==> src/common/arpm_regs.svh <==
// arpm_regs.svh: address map, field positions, codes and reset values of the
// process-data words of the analog input, analog output and relay modules.
// assumes byte addresses on the process-data port, words at even addresses.
`ifndef ARPM_REGS_SVH
`define ARPM_REGS_SVH

// ----------------------------------------------------------------------------
// address map
// ----------------------------------------------------------------------------
`define ARPM_AW              10
`define ARPM_CH_STEP         2
`define ARPM_WIN_BYTES       8
`define ARPM_PI_LAST_BYTE    10'h07F
`define ARPM_AI_GAIN_BASE    10'h08C
`define ARPM_AI_VALUE_BASE   10'h084
`define ARPM_AO_BASE         10'h0A0
`define ARPM_RELAY_BASE      10'h010

// ----------------------------------------------------------------------------
// field layout
// ----------------------------------------------------------------------------
`define ARPM_GAIN_HI         15
`define ARPM_GAIN_LO         14
`define ARPM_VALUE_MSB       11
`define ARPM_BYTE_N_HI       15
`define ARPM_BYTE_N_LO       8
`define ARPM_BYTE_M_HI       7
`define ARPM_BYTE_M_LO       0

// ----------------------------------------------------------------------------
// codes and reset values
// ----------------------------------------------------------------------------
`define ARPM_GAIN_1          2'h0
`define ARPM_GAIN_10         2'h1
`define ARPM_GAIN_100        2'h2
`define ARPM_GAIN_BAD        2'h3
`define ARPM_GAIN_RST        2'h0
`define ARPM_WORD_RST        16'h0000
`define ARPM_CODE_RST        12'h000
`define ARPM_BYTE_RST        8'h00

`endif

==> src/common/arpm_pkg.sv <==
// arpm_pkg: types shared by the process-map block and its channel modules.
// assumes arpm_regs.svh is on the include path.
package arpm_pkg;

  // ----------------------------------------------------------------------------
  // coding of the 12-bit analog value, fixed per module variant
  // ----------------------------------------------------------------------------
  typedef enum logic [1:0] {
    ARPM_BINARY = 2'h1,
    ARPM_TWOS   = 2'h2
  } arpm_coding_t;

  // ----------------------------------------------------------------------------
  // process-data answer state, one-hot
  // ----------------------------------------------------------------------------
  typedef enum logic [1:0] {
    ARPM_IDLE   = 2'h1,
    ARPM_ANSWER = 2'h2
  } arpm_ans_t;

endpackage : arpm_pkg

==> src/core/arpm_ai_chan.sv <==
// arpm_ai_chan: one analog input channel, gain word decode and value word.
// assumes the converter delivers offset-binary codes on mclk with a strobe.
`timescale 1ns/10ps
`include "arpm_regs.svh"
module arpm_ai_chan
  import arpm_pkg::*;
#(
  parameter arpm_coding_t CODING = ARPM_BINARY
) (
  // clock and reset
  input  wire logic        mclk,
  input  wire logic        srst,
  // gain word from the controller
  input  wire logic        gain_we,
  input  wire logic [15:0] gain_word,
  // converter side
  input  wire logic        conv_valid,
  input  wire logic [11:0] conv_raw,
  output logic      [1:0]  gain_sel_q,
  output logic             gain_bad_q,
  output logic      [15:0] value_q
);
  logic [1:0]  gain_field;
  logic [11:0] code_d;

  // only the top two bits matter, the rest of the word is dropped here
  assign gain_field = gain_word[`ARPM_GAIN_HI:`ARPM_GAIN_LO];

  always_ff @(posedge mclk) begin
    if (srst) begin
      gain_sel_q <= `ARPM_GAIN_RST;
      gain_bad_q <= 1'b0;
    end else if (gain_we) begin
      gain_bad_q <= (gain_field == `ARPM_GAIN_BAD);
      // the invalid code keeps the gain in force
      if (gain_field != `ARPM_GAIN_BAD) begin
        gain_sel_q <= gain_field;
      end
    end
  end

  // two's complement is offset binary with the top bit inverted
  assign code_d = (CODING == ARPM_TWOS) ?
                  {~conv_raw[`ARPM_VALUE_MSB], conv_raw[`ARPM_VALUE_MSB-1:0]} :
                  conv_raw;

  always_ff @(posedge mclk) begin
    if (srst) begin
      value_q <= `ARPM_WORD_RST;
    end else if (conv_valid) begin
      value_q <= (CODING == ARPM_TWOS) ? {{4{code_d[`ARPM_VALUE_MSB]}}, code_d} :
                 {4'h0, code_d};
    end
  end

endmodule : arpm_ai_chan

==> src/core/arpm_ao_chan.sv <==
// arpm_ao_chan: one analog output channel, value word to converter code.
// assumes an offset-binary converter behind the channel on mclk.
`timescale 1ns/10ps
`include "arpm_regs.svh"
module arpm_ao_chan
  import arpm_pkg::*;
#(
  parameter arpm_coding_t CODING = ARPM_BINARY
) (
  // clock and reset
  input  wire logic        mclk,
  input  wire logic        srst,
  // value word from the controller
  input  wire logic        out_we,
  input  wire logic [15:0] out_word,
  // converter side
  output logic      [11:0] dac_code_q
);
  logic [11:0] val;

  assign val = out_word[`ARPM_VALUE_MSB:0];

  always_ff @(posedge mclk) begin
    if (srst) begin
      dac_code_q <= `ARPM_CODE_RST;
    end else if (out_we) begin
      // null of a bipolar channel lands at mid-scale of the converter
      dac_code_q <= (CODING == ARPM_TWOS) ?
                    {~val[`ARPM_VALUE_MSB], val[`ARPM_VALUE_MSB-1:0]} : val;
    end
  end

endmodule : arpm_ao_chan

==> src/core/arpm_process_map.sv <==
// arpm_process_map: process-data words of a four-channel analog input module,
// a four-channel analog output module and a relay module on one station.
// assumes one controller port on mclk; converters and relays are same-clock logic.
`timescale 1ns/10ps
`include "arpm_regs.svh"
module arpm_process_map
  import arpm_pkg::*;
#(
  parameter int                AW          = `ARPM_AW,
  parameter arpm_coding_t      AI_CODING   = ARPM_BINARY,
  parameter arpm_coding_t      AO_CODING   = ARPM_BINARY,
  parameter logic [`ARPM_AW-1:0] AI_GAIN_BASE  = `ARPM_AI_GAIN_BASE,
  parameter logic [`ARPM_AW-1:0] AI_VALUE_BASE = `ARPM_AI_VALUE_BASE,
  parameter logic [`ARPM_AW-1:0] AO_BASE       = `ARPM_AO_BASE,
  parameter logic [`ARPM_AW-1:0] RELAY_BASE    = `ARPM_RELAY_BASE
) (
  // clock and reset
  input  wire logic          mclk,
  input  wire logic          srst,
  // process-data port from the controller
  input  wire logic          pd_wr,
  input  wire logic          pd_rd,
  input  wire logic          pd_area_out,
  input  wire logic [AW-1:0] pd_addr,
  input  wire logic [1:0]    pd_be,
  input  wire logic [15:0]   pd_wdata,
  output logic      [15:0]   pd_rdata_q,
  output logic               pd_rack_q,
  output logic               pd_err_q,
  // analog input converters and amplifiers
  input  wire logic [3:0]    ai_conv_valid,
  input  wire logic [47:0]   ai_conv_raw,
  output logic      [7:0]    ai_gain_sel_q,
  output logic      [3:0]    ai_gain_bad_q,
  // analog output converters
  output logic      [47:0]   ao_dac_code_q,
  // relay drivers
  output logic      [7:0]    relay_base_q,
  output logic      [7:0]    relay_exp_q
);

  // ----------------------------------------------------------------------------
  // address windows
  // ----------------------------------------------------------------------------
  localparam logic [AW-1:0] WIN_BYTES = AW'(`ARPM_WIN_BYTES);
  localparam logic [AW-1:0] PI_LAST   = AW'(`ARPM_PI_LAST_BYTE);

  // returns {hit, channel}; only even word addresses inside the window hit
  function automatic logic [2:0] win_hit(input logic [AW-1:0] addr,
                                         input logic [AW-1:0] base);
    logic [AW-1:0] off;
    off = addr - base;
    win_hit = {(addr >= base) && (off < WIN_BYTES) && !off[0],
               off[2:1]};
  endfunction : win_hit

  logic [2:0]  gain_hit;
  logic [2:0]  value_hit;
  logic [2:0]  ao_hit;
  logic        relay_hit;
  logic        relay_hit_odd;
  logic        wr_out;
  logic        rd_in;
  logic        wr_any_hit;
  logic        rd_any_hit;

  // gain words live in the output area, value words in the input area
  assign gain_hit  = win_hit(pd_addr, AI_GAIN_BASE);
  assign value_hit = win_hit(pd_addr, AI_VALUE_BASE);
  // the output module has no input window at all
  assign ao_hit    = win_hit(pd_addr, AO_BASE);

  // relay word: byte n at the even base, byte n+1 right after it
  assign relay_hit     = (pd_addr == RELAY_BASE) && (pd_addr <= PI_LAST);
  assign relay_hit_odd = (pd_addr == RELAY_BASE + AW'(1)) &&
                         (pd_addr <= PI_LAST);

  assign wr_out = pd_wr && pd_area_out;
  assign rd_in  = pd_rd && !pd_area_out;

  assign wr_any_hit = gain_hit[2] || ao_hit[2] || relay_hit || relay_hit_odd;
  assign rd_any_hit = value_hit[2];

  // ----------------------------------------------------------------------------
  // analog input channels
  // ----------------------------------------------------------------------------
  logic [3:0]  gain_we;
  logic [15:0] ai_value [4];
  logic [1:0]  ai_sel   [4];
  logic [3:0]  ai_bad;

  generate
    for (genvar c = 0; c < 4; c++) begin : g_ai
      // a gain word is taken only as a whole word
      assign gain_we[c] = wr_out && gain_hit[2] && (gain_hit[1:0] == 2'(c)) &&
                          (&pd_be);

      arpm_ai_chan #(
        .CODING     (AI_CODING)
      ) u_ai (
        .mclk       (mclk),
        .srst       (srst),
        .gain_we    (gain_we[c]),
        .gain_word  (pd_wdata),
        .conv_valid (ai_conv_valid[c]),
        .conv_raw   (ai_conv_raw[12*c +: 12]),
        .gain_sel_q (ai_sel[c]),
        .gain_bad_q (ai_bad[c]),
        .value_q    (ai_value[c])
      );

      assign ai_gain_sel_q[2*c +: 2] = ai_sel[c];
      assign ai_gain_bad_q[c]        = ai_bad[c];
    end
  endgenerate

  // ----------------------------------------------------------------------------
  // analog output channels
  // ----------------------------------------------------------------------------
  logic [3:0]  ao_we;
  logic [11:0] ao_code [4];

  generate
    for (genvar c = 0; c < 4; c++) begin : g_ao
      assign ao_we[c] = wr_out && ao_hit[2] && (ao_hit[1:0] == 2'(c)) &&
                        (&pd_be);

      arpm_ao_chan #(
        .CODING     (AO_CODING)
      ) u_ao (
        .mclk       (mclk),
        .srst       (srst),
        .out_we     (ao_we[c]),
        .out_word   (pd_wdata),
        .dac_code_q (ao_code[c])
      );

      assign ao_dac_code_q[12*c +: 12] = ao_code[c];
    end
  endgenerate

  // ----------------------------------------------------------------------------
  // relay word
  // ----------------------------------------------------------------------------
  logic base_we;
  logic exp_we;
  logic [7:0] base_byte;
  logic [7:0] exp_byte;

  // a word write at n carries byte n high and byte n+1 low; a byte write to
  // n+1 carries its byte in the low lane
  assign base_we   = wr_out && relay_hit && pd_be[1];
  assign exp_we    = wr_out && ((relay_hit && pd_be[0]) || (relay_hit_odd && pd_be[0]));
  assign base_byte = pd_wdata[`ARPM_BYTE_N_HI:`ARPM_BYTE_N_LO];
  assign exp_byte  = pd_wdata[`ARPM_BYTE_M_HI:`ARPM_BYTE_M_LO];

  always_ff @(posedge mclk) begin
    if (srst) begin
      relay_base_q <= `ARPM_BYTE_RST;
    end else if (base_we) begin
      relay_base_q <= base_byte;
    end
  end

  // the second byte is held whether or not an expansion unit is fitted
  always_ff @(posedge mclk) begin
    if (srst) begin
      relay_exp_q <= `ARPM_BYTE_RST;
    end else if (exp_we) begin
      relay_exp_q <= exp_byte;
    end
  end

  // ----------------------------------------------------------------------------
  // read answer
  // ----------------------------------------------------------------------------
  arpm_ans_t   ans_q;
  arpm_ans_t   ans_d;
  logic [15:0] rdata_d;

  // reads are answered one cycle later; a read during an answer is a new one
  always_comb begin
    case (ans_q)
      ARPM_IDLE:   ans_d = pd_rd ? ARPM_ANSWER : ARPM_IDLE;
      ARPM_ANSWER: ans_d = pd_rd ? ARPM_ANSWER : ARPM_IDLE;
      default:     ans_d = ARPM_IDLE;
    endcase
  end

  always_ff @(posedge mclk) begin
    if (srst) begin
      ans_q <= ARPM_IDLE;
    end else begin
      ans_q <= ans_d;
    end
  end

  // write-only words and unmapped addresses read as zero
  always_comb begin
    rdata_d = `ARPM_WORD_RST;
    if (rd_in && value_hit[2]) begin
      rdata_d = ai_value[value_hit[1:0]];
    end
  end

  always_ff @(posedge mclk) begin
    if (srst) begin
      pd_rdata_q <= `ARPM_WORD_RST;
      pd_rack_q  <= 1'b0;
    end else begin
      pd_rdata_q <= rdata_d;
      pd_rack_q  <= (ans_d == ARPM_ANSWER);
    end
  end

  // ----------------------------------------------------------------------------
  // access errors
  // ----------------------------------------------------------------------------
  logic err_d;

  // flags a write that hits nothing, a read that hits nothing, a write
  // into the input area or a read from the output area; a flagged write changes no state, a flagged read still raises pd_rack_q with zero data
  always_comb begin
    err_d = 1'b0;
    if (pd_wr && (!pd_area_out || !wr_any_hit)) begin
      err_d = 1'b1;
    end
    if (pd_rd && (pd_area_out || !rd_any_hit)) begin
      err_d = 1'b1;
    end
  end

  always_ff @(posedge mclk) begin
    if (srst) begin
      pd_err_q <= 1'b0;
    end else begin
      pd_err_q <= err_d;
    end
  end

endmodule : arpm_process_map

==> config.mk <==
export PLATFORM = sky130hd
export DESIGN_NAME = arpm_process_map
export DESIGN_NICKNAME = d
export VERILOG_FILES = /design/src/common/arpm_pkg.sv /design/src/core/arpm_ai_chan.sv /design/src/core/arpm_ao_chan.sv /design/src/core/arpm_process_map.sv
export VERILOG_INCLUDE_DIRS = /design/src /design/src/common
export SDC_FILE = /design/constraint.sdc
export NUM_CORES = 1
export LEC_CHECK = 0
export BUFFER_PORTS_ARGS = -buffer_cell sky130_fd_sc_hd__buf_2
export CAP_MARGIN = 20
export CORE_ASPECT_RATIO = 1.25
export CORE_UTILIZATION = 30
export CTS_BUF_LIST = sky130_fd_sc_hd__clkbuf_16
export DETAILED_ROUTE_END_ITERATION = 16
export PLACE_DENSITY_LB_ADDON = 0.25
export SYNTH_ARGS = -nofsm -noshare
export SYNTH_HDL_FRONTEND = slang
export SYNTH_SLANG_ARGS = --single-unit
==> constraint.sdc <==
create_clock -name mclk -period 2.2 [get_ports mclk]
set_input_delay 0 -clock mclk [delete_from_list [all_inputs] [get_ports mclk]]
set_output_delay 0 -clock mclk [all_outputs]
set_load 0.01 [all_outputs]
Word-level counts from Yosys, hierarchy flattened
Index checks and enable logic that the tools add are counted.

Magnitude comparators: 8. Reductions and logical operators: 57. Bitwise logic cells: 2. Add/subtract/negate cells: 3. Equal/unequal tests: 13. Muxes and demuxes: 7.

Operators by type and width (number): 1-bit logical AND (36); 16-bit binary-select mux with 2-bit select (1); 16-bit 2-to-1 mux (2); 10-bit by 8-bit >= comparator with 1-bit output (second input constant) (3); 10-bit by 4-bit less-than comparator with 1-bit output (second input constant) (3); 10-bit by 8-bit subtractor with 10-bit output (second input constant) (3); 10-bit by 5-bit == test with 1-bit output (second input constant) (2); 2-bit == test (second input constant) (7); 10-bit by 7-bit less-or-equal comparator with 1-bit output (second input constant) (1); 2-bit AND reduction (5); 2-bit by 1-bit == test with 1-bit output (second input constant) (3); 1-bit zero test (6); 1-bit logical OR (6); 2-bit zero test (2); 2-bit 2-to-1 mux (2); 2-bit OR reduction (2); 3-bit >= comparator (second input constant) (1); 2-bit NOT with 3-bit output (1); 1-bit 2-to-1 mux (2); 2-bit != test (second input constant) (1); 1-bit NOT (1).

Bits of input ports: 85. Word-level logic and storage cells: 112. Bits in registers: 144. Output and inout port bits: 94.

Logic depth before layout (Yosys ltp)
Depth after elaboration: 12. Mapped depth: 8. Depth with buffers taken out: 7.

Modules after synthesis
From an unflattened synthesis, not the netlist that was laid out.

Cell total of the unflattened synthesis: 556. Area total of the unflattened synthesis: 5925.7 um^2.

By module, submodules not included: arpm_ai_chan (cells an instance 55, area an instance 569.3 um^2, times used 4, sequential area each 300.3 um^2); arpm_process_map (cells an instance 184, area an instance 1966.9 um^2, times used 1, sequential area each 700.7 um^2); arpm_ao_chan (cells an instance 38, area an instance 420.4 um^2, times used 4, sequential area each 240.2 um^2).

Worst setup path before layout
No wires, ideal clock.

Kind: in2reg. Start point: in pd_addr[2]. End point: reg g_ai[2].u_ai.gain_sel_q[0]. Setup slack: -0.191 ns. Required time: 2.121 ns. Stages: 7. Buffers on the path: 1. Data arrival time: 2.311 ns. Setup time: 0.079 ns. Cell sequence: clkbuf_1 -> inv_1 -> ha_1 -> a2111o_1 -> or4_4 -> or4_4 -> a211oi_2.

Longest elaborated chain between the ends: 8. Elaborated cells on any way between the ends: 10. Classes of those cells: add/sub (1); order compare (2); eq/ne (1); reduce/logical (6).

RTL lines: start: declaration (line arpm_process_map.sv:24) `input wire logic [AW-1:0] pd_addr,`; 10-bit by 8-bit subtractor with 10-bit output (line arpm_process_map.sv:52) `off = addr - base;`; 10-bit by 4-bit less-than comparator with 1-bit output (line arpm_process_map.sv:53) `win_hit = {(addr >= base) && (off < WIN_BYTES) && !off[0],`; 1-bit logical AND (2 in a row) (line arpm_process_map.sv:53); 1-bit logical AND (line arpm_process_map.sv:95) `assign gain_we[c] = wr_out && gain_hit[2] && (gain_hit[1:0] == 2'(c)) &&`; 1-bit logical AND * (2 in a row) (line arpm_process_map.sv:95); 2-bit AND reduction (no line) *; end signal: assignment (line arpm_ai_chan.sv:31) `` gain_sel_q <= `ARPM_GAIN_RST; ``; end signal: assignment (line arpm_ai_chan.sv:37) `gain_sel_q <= gain_field;`; end: declaration (line arpm_ai_chan.sv:19) `output logic [1:0] gain_sel_q,`.

Mark *: on every way between the ends. The rest lies on a longest branch, timed or not. A chain may end at the register's enable or synchronous reset.

Worst setup path after layout
Start point: in pd_addr[5]. End point: reg pd_err_q.

Longest elaborated chain between the ends: 12. Elaborated cells on any way between the ends: 31. Classes of those cells: add/sub (3); order compare (7); eq/ne (2); mux (2); reduce/logical (17).

RTL lines: 10-bit by 8-bit subtractor with 10-bit output (line arpm_process_map.sv:52); 10-bit by 4-bit less-than comparator with 1-bit output (line arpm_process_map.sv:53); 1-bit logical AND (2 in a row) (line arpm_process_map.sv:53); 1-bit logical OR (3 in a row) (line arpm_process_map.sv:81) `assign wr_any_hit = gain_hit[2] || ao_hit[2] || relay_hit || relay_hit_odd;`; 1-bit zero test (line arpm_process_map.sv:225) `if (pd_wr && (!pd_area_out || !wr_any_hit)) begin`; 1-bit logical OR (line arpm_process_map.sv:225); 1-bit logical AND (line arpm_process_map.sv:225); 1-bit 2-to-1 mux (line arpm_process_map.sv:225); 1-bit 2-to-1 mux * (line arpm_process_map.sv:228) `if (pd_rd && (pd_area_out || !rd_any_hit)) begin`; end signal: assignment (line arpm_process_map.sv:237) `pd_err_q <= err_d;`; end: declaration (line arpm_process_map.sv:29) `output logic pd_err_q,`.

Marks and branches as above.

==> impl_metrics.py <==
metrics = {
    "cells_and_area": {
        "final_cells": 1063,
        "drive_gt1_frac": 0.290,
        "finalNetCount": 912,
        "area.growth.synth_to_final_pct": 42.8,
        "final_common_cell": "buf_2",
        "final_cell_mix": "173 x buf_2, 139 x dfxtp_1, 103 x nand2_1, 70 x nor2_1",
        "antenna-diode-count": 0,
    },
    "routing": {
        "wl_per_cell_um": 15.5,
        "drc": 0,
        "drt-total-wl_mm": 16.5,
        "vias": 4945,
        "antenna_left": 0,
        "viasPerCell": 4.65,
        "drtIter0Drc": 206,
        "first_pass_iters": 4,
    },
    "placed_design": {
        "port_buffers": 174,
        "placedCellCount": 964,
        "dp_hpwl_mm": 11.2,
        "gp_congestion": 0.761,
    },
    "cts": {
        "cts.sinks": 139,
        "clock_latency_ns": 0.40,
        "cts_tree": "done",
        "cts_setup_buffers": 0,
        "root_buffer": "clkbuf_16",
        "numCtsBuffers": 17,
        "htreeDepth": 4,
        "cts_buffer_depth": 2,
        "clk_pin_slew_ns": 0.06,
    },
    "floorplanning": {
        "initial_core_util": 0.306,
        "die_x_um": 123,
        "die_area_um2": 18900,
        "num_io_pins": 179,
        "fp-row-count": 55,
        "dieHeight_um": 154,
        "core-area_um2": 18000,
    },
    "synthesis": {
        "yosys_warnings": 0,
        "synth_cells": 582,
        "ys_ff_latch": 139,
        "ys.flop_type": "dfxtp_1",
        "async_flop_share": 0,
        "ys_types": 49,
        "synth_seq_area_share": 0.505,
        "avgSynthCellArea_um2": 9.48,
        "synth_area_um2": 5520,
        "synth_edf_count": 0,
    },
    "global_routing": {
        "grt_pass1_wl_mm": 25.3,
        "antenna_found_initial": 0,
        "track_usage": 0.177,
        "grt_max_degree": 58,
        "grt_pass1_vias": 4901,
        "grt-ovfl-total": 0,
    },
    "critical_path": {
        "worstSetupStartpoint": "pd_addr[5]",
        "worstSetupEndpointType": "flip-flop",
        "path_class": "input port to flip-flop",
        "cp-start-kind": "input port",
        "cp_data_required_time_ns": 2.49,
        "worstPathMaxFanout": 10,
        "timing.rr.start": "g_ai[1].u_ai.value_q[10]",
        "arrival_ns": 2.37,
    },
    "timing": {
        "fin_skew_ns": 0.00573,
        "fin_crit_ns": 2.08,
        "worst_hold_slack_ns": 0.0891,
        "max_slew_margin": 0.564,
        "drv_slew": 0,
        "max_freq_mhz": 480,
        "tightest_slew_ns": 0.655,
        "setup_viol": 0,
        "period_share": 0.947,
        "hold_violations": 0,
    },
    "status": {
        "status": "complete, no violations",
    },
    "pwr": {
        "p_leak_nw": 3.67,
        "ir_drop_mv": 0.460,
        "power_density_nw_per_um2": 747,
        "fin_total_pwr_mw": 5.88,
    },
    "worst_hold_path": {
        "hp-class": "input port to flip-flop",
        "hold_start": "srst",
    },
    "run": {
        "cap_viol_max_count": 0,
    },
}
[layer usage]
metal	GRT usage	up-vias	share of wire
met5	0	-	0
met2	0.301	155	0.50
met3	0.0464	24	0.060
li1	-	2454	-
met1	0.202	2312	0.43
met4	0.0826	0	0.019
[kinds of logic after synthesis]
logic type | after synthesis | synth area share
adder cells (fa/ha/maj) | 5 | 0.0113
multiplexers | 79 | 0.171
other | 1 | 0.000680
flip-flops | 139 | 0.505
buffers and inverters | 53 | 0.0417
AO/OA/AOI/OAI | 70 | 0.0778
XOR/XNOR | 2 | 0.00318
AND/OR/NAND/NOR | 233 | 0.190
[synth_stat cells (all sizes together), types with 4 or more instances]
| cell type | count | share of area |
|---|---|---|
| a21oi | 50 | 0.045 |
| dfxtp | 139 | 0.50 |
| mux4 | 12 | 0.049 |
| nor2 | 71 | 0.048 |
| nand3 | 4 | 0.0036 |
| nand2 | 103 | 0.070 |
| mux2i | 67 | 0.12 |
| nor2b | 17 | 0.019 |
| nor3 | 6 | 0.0054 |
| inv | 13 | 0.0088 |
| or2 | 4 | 0.0045 |
| buf | 21 | 0.020 |
| ha | 5 | 0.011 |
| a41o | 4 | 0.0073 |
| clkbuf | 19 | 0.013 |
[report_power, final]
part / internal (mW) / total [mW] / switching (mW)
Sequential: 2.57 / 2.60 / 0.0254
Clock: 1.67 / 2.79 / 1.12
Combinational: 0.258 / 0.497 / 0.239
[stage by stage]
| step | area [µm²] | setup TNS (ns) | setup WS [ns] | util |
|---|---|---|---|---|
| 2_1_floorplan | 5530 | 0 | 0.0166 | - |
| 3_3_place_gp | 6630 | 0 | 0.0431 | 0.368 |
| 3_5_place_dp | 6630 | 0 | 0.0146 | 0.368 |
| 4_1_cts | 7870 | 0 | 0.239 | 0.437 |
| 5_1_grt | 7880 | -0.0368 | -0.0368 | 0.437 |
| 6_report | 7880 | 0 | 0.118 | 0.437 |
[flip-flops by register name (all words and copies together) (netlist names)]
signal / flops
relay_base_q: 8
relay_exp_q: 8
ans_q: 2
pd_rdata_q: 12
pd_err_q: 1
g_ao.u_ao.dac_code_q: 48
g_ai.u_ai.gain_bad_q: 4
g_ai.u_ai.value_q: 48
g_ai.u_ai.gain_sel_q: 8
[path summary, 6_finish.rpt]
path / to / slack [ns] / depth (start not counted)
max: pd_err_q / 0.12 / 9
min: relay_base_q[5] / 0.09 / 2
max reg2reg: pd_rdata_q[10] / 1.18 / 2
min reg2reg: g_ao[0].u_ao.dac_code_q[11] / 0.45 / 2
[critical path: stages]
cell and delay (ns):
buf_2 0.10, inv_2 0.04, buf_4 0.13, ha_1 0.21
a2111oi_1 0.55, nor2_2 0.21, o311ai_0 0.36, o311ai_0 0.17
dlygate4sd3_1 0.59
[cell type report]
type / count / area [µm²]
Clock inverter: 15 / 146
Fill cell: 1769 / 10200
Inverter: 13 / 48.8
Clock buffer: 17 / 425
Timing Repair Buffer: 258 / 1670
Sequential cell: 139 / 2780
Tap cell: 228 / 285
Multi-Input combinational cell: 393 / 2520
[timing repair]
item	CTS	global route
resized for setup	0	1
hold buffers	67	0
hold endpoints to repair	118	0
setup endpoints to repair	0	1
No activity file was read; power rests on OpenSTA's default activity.
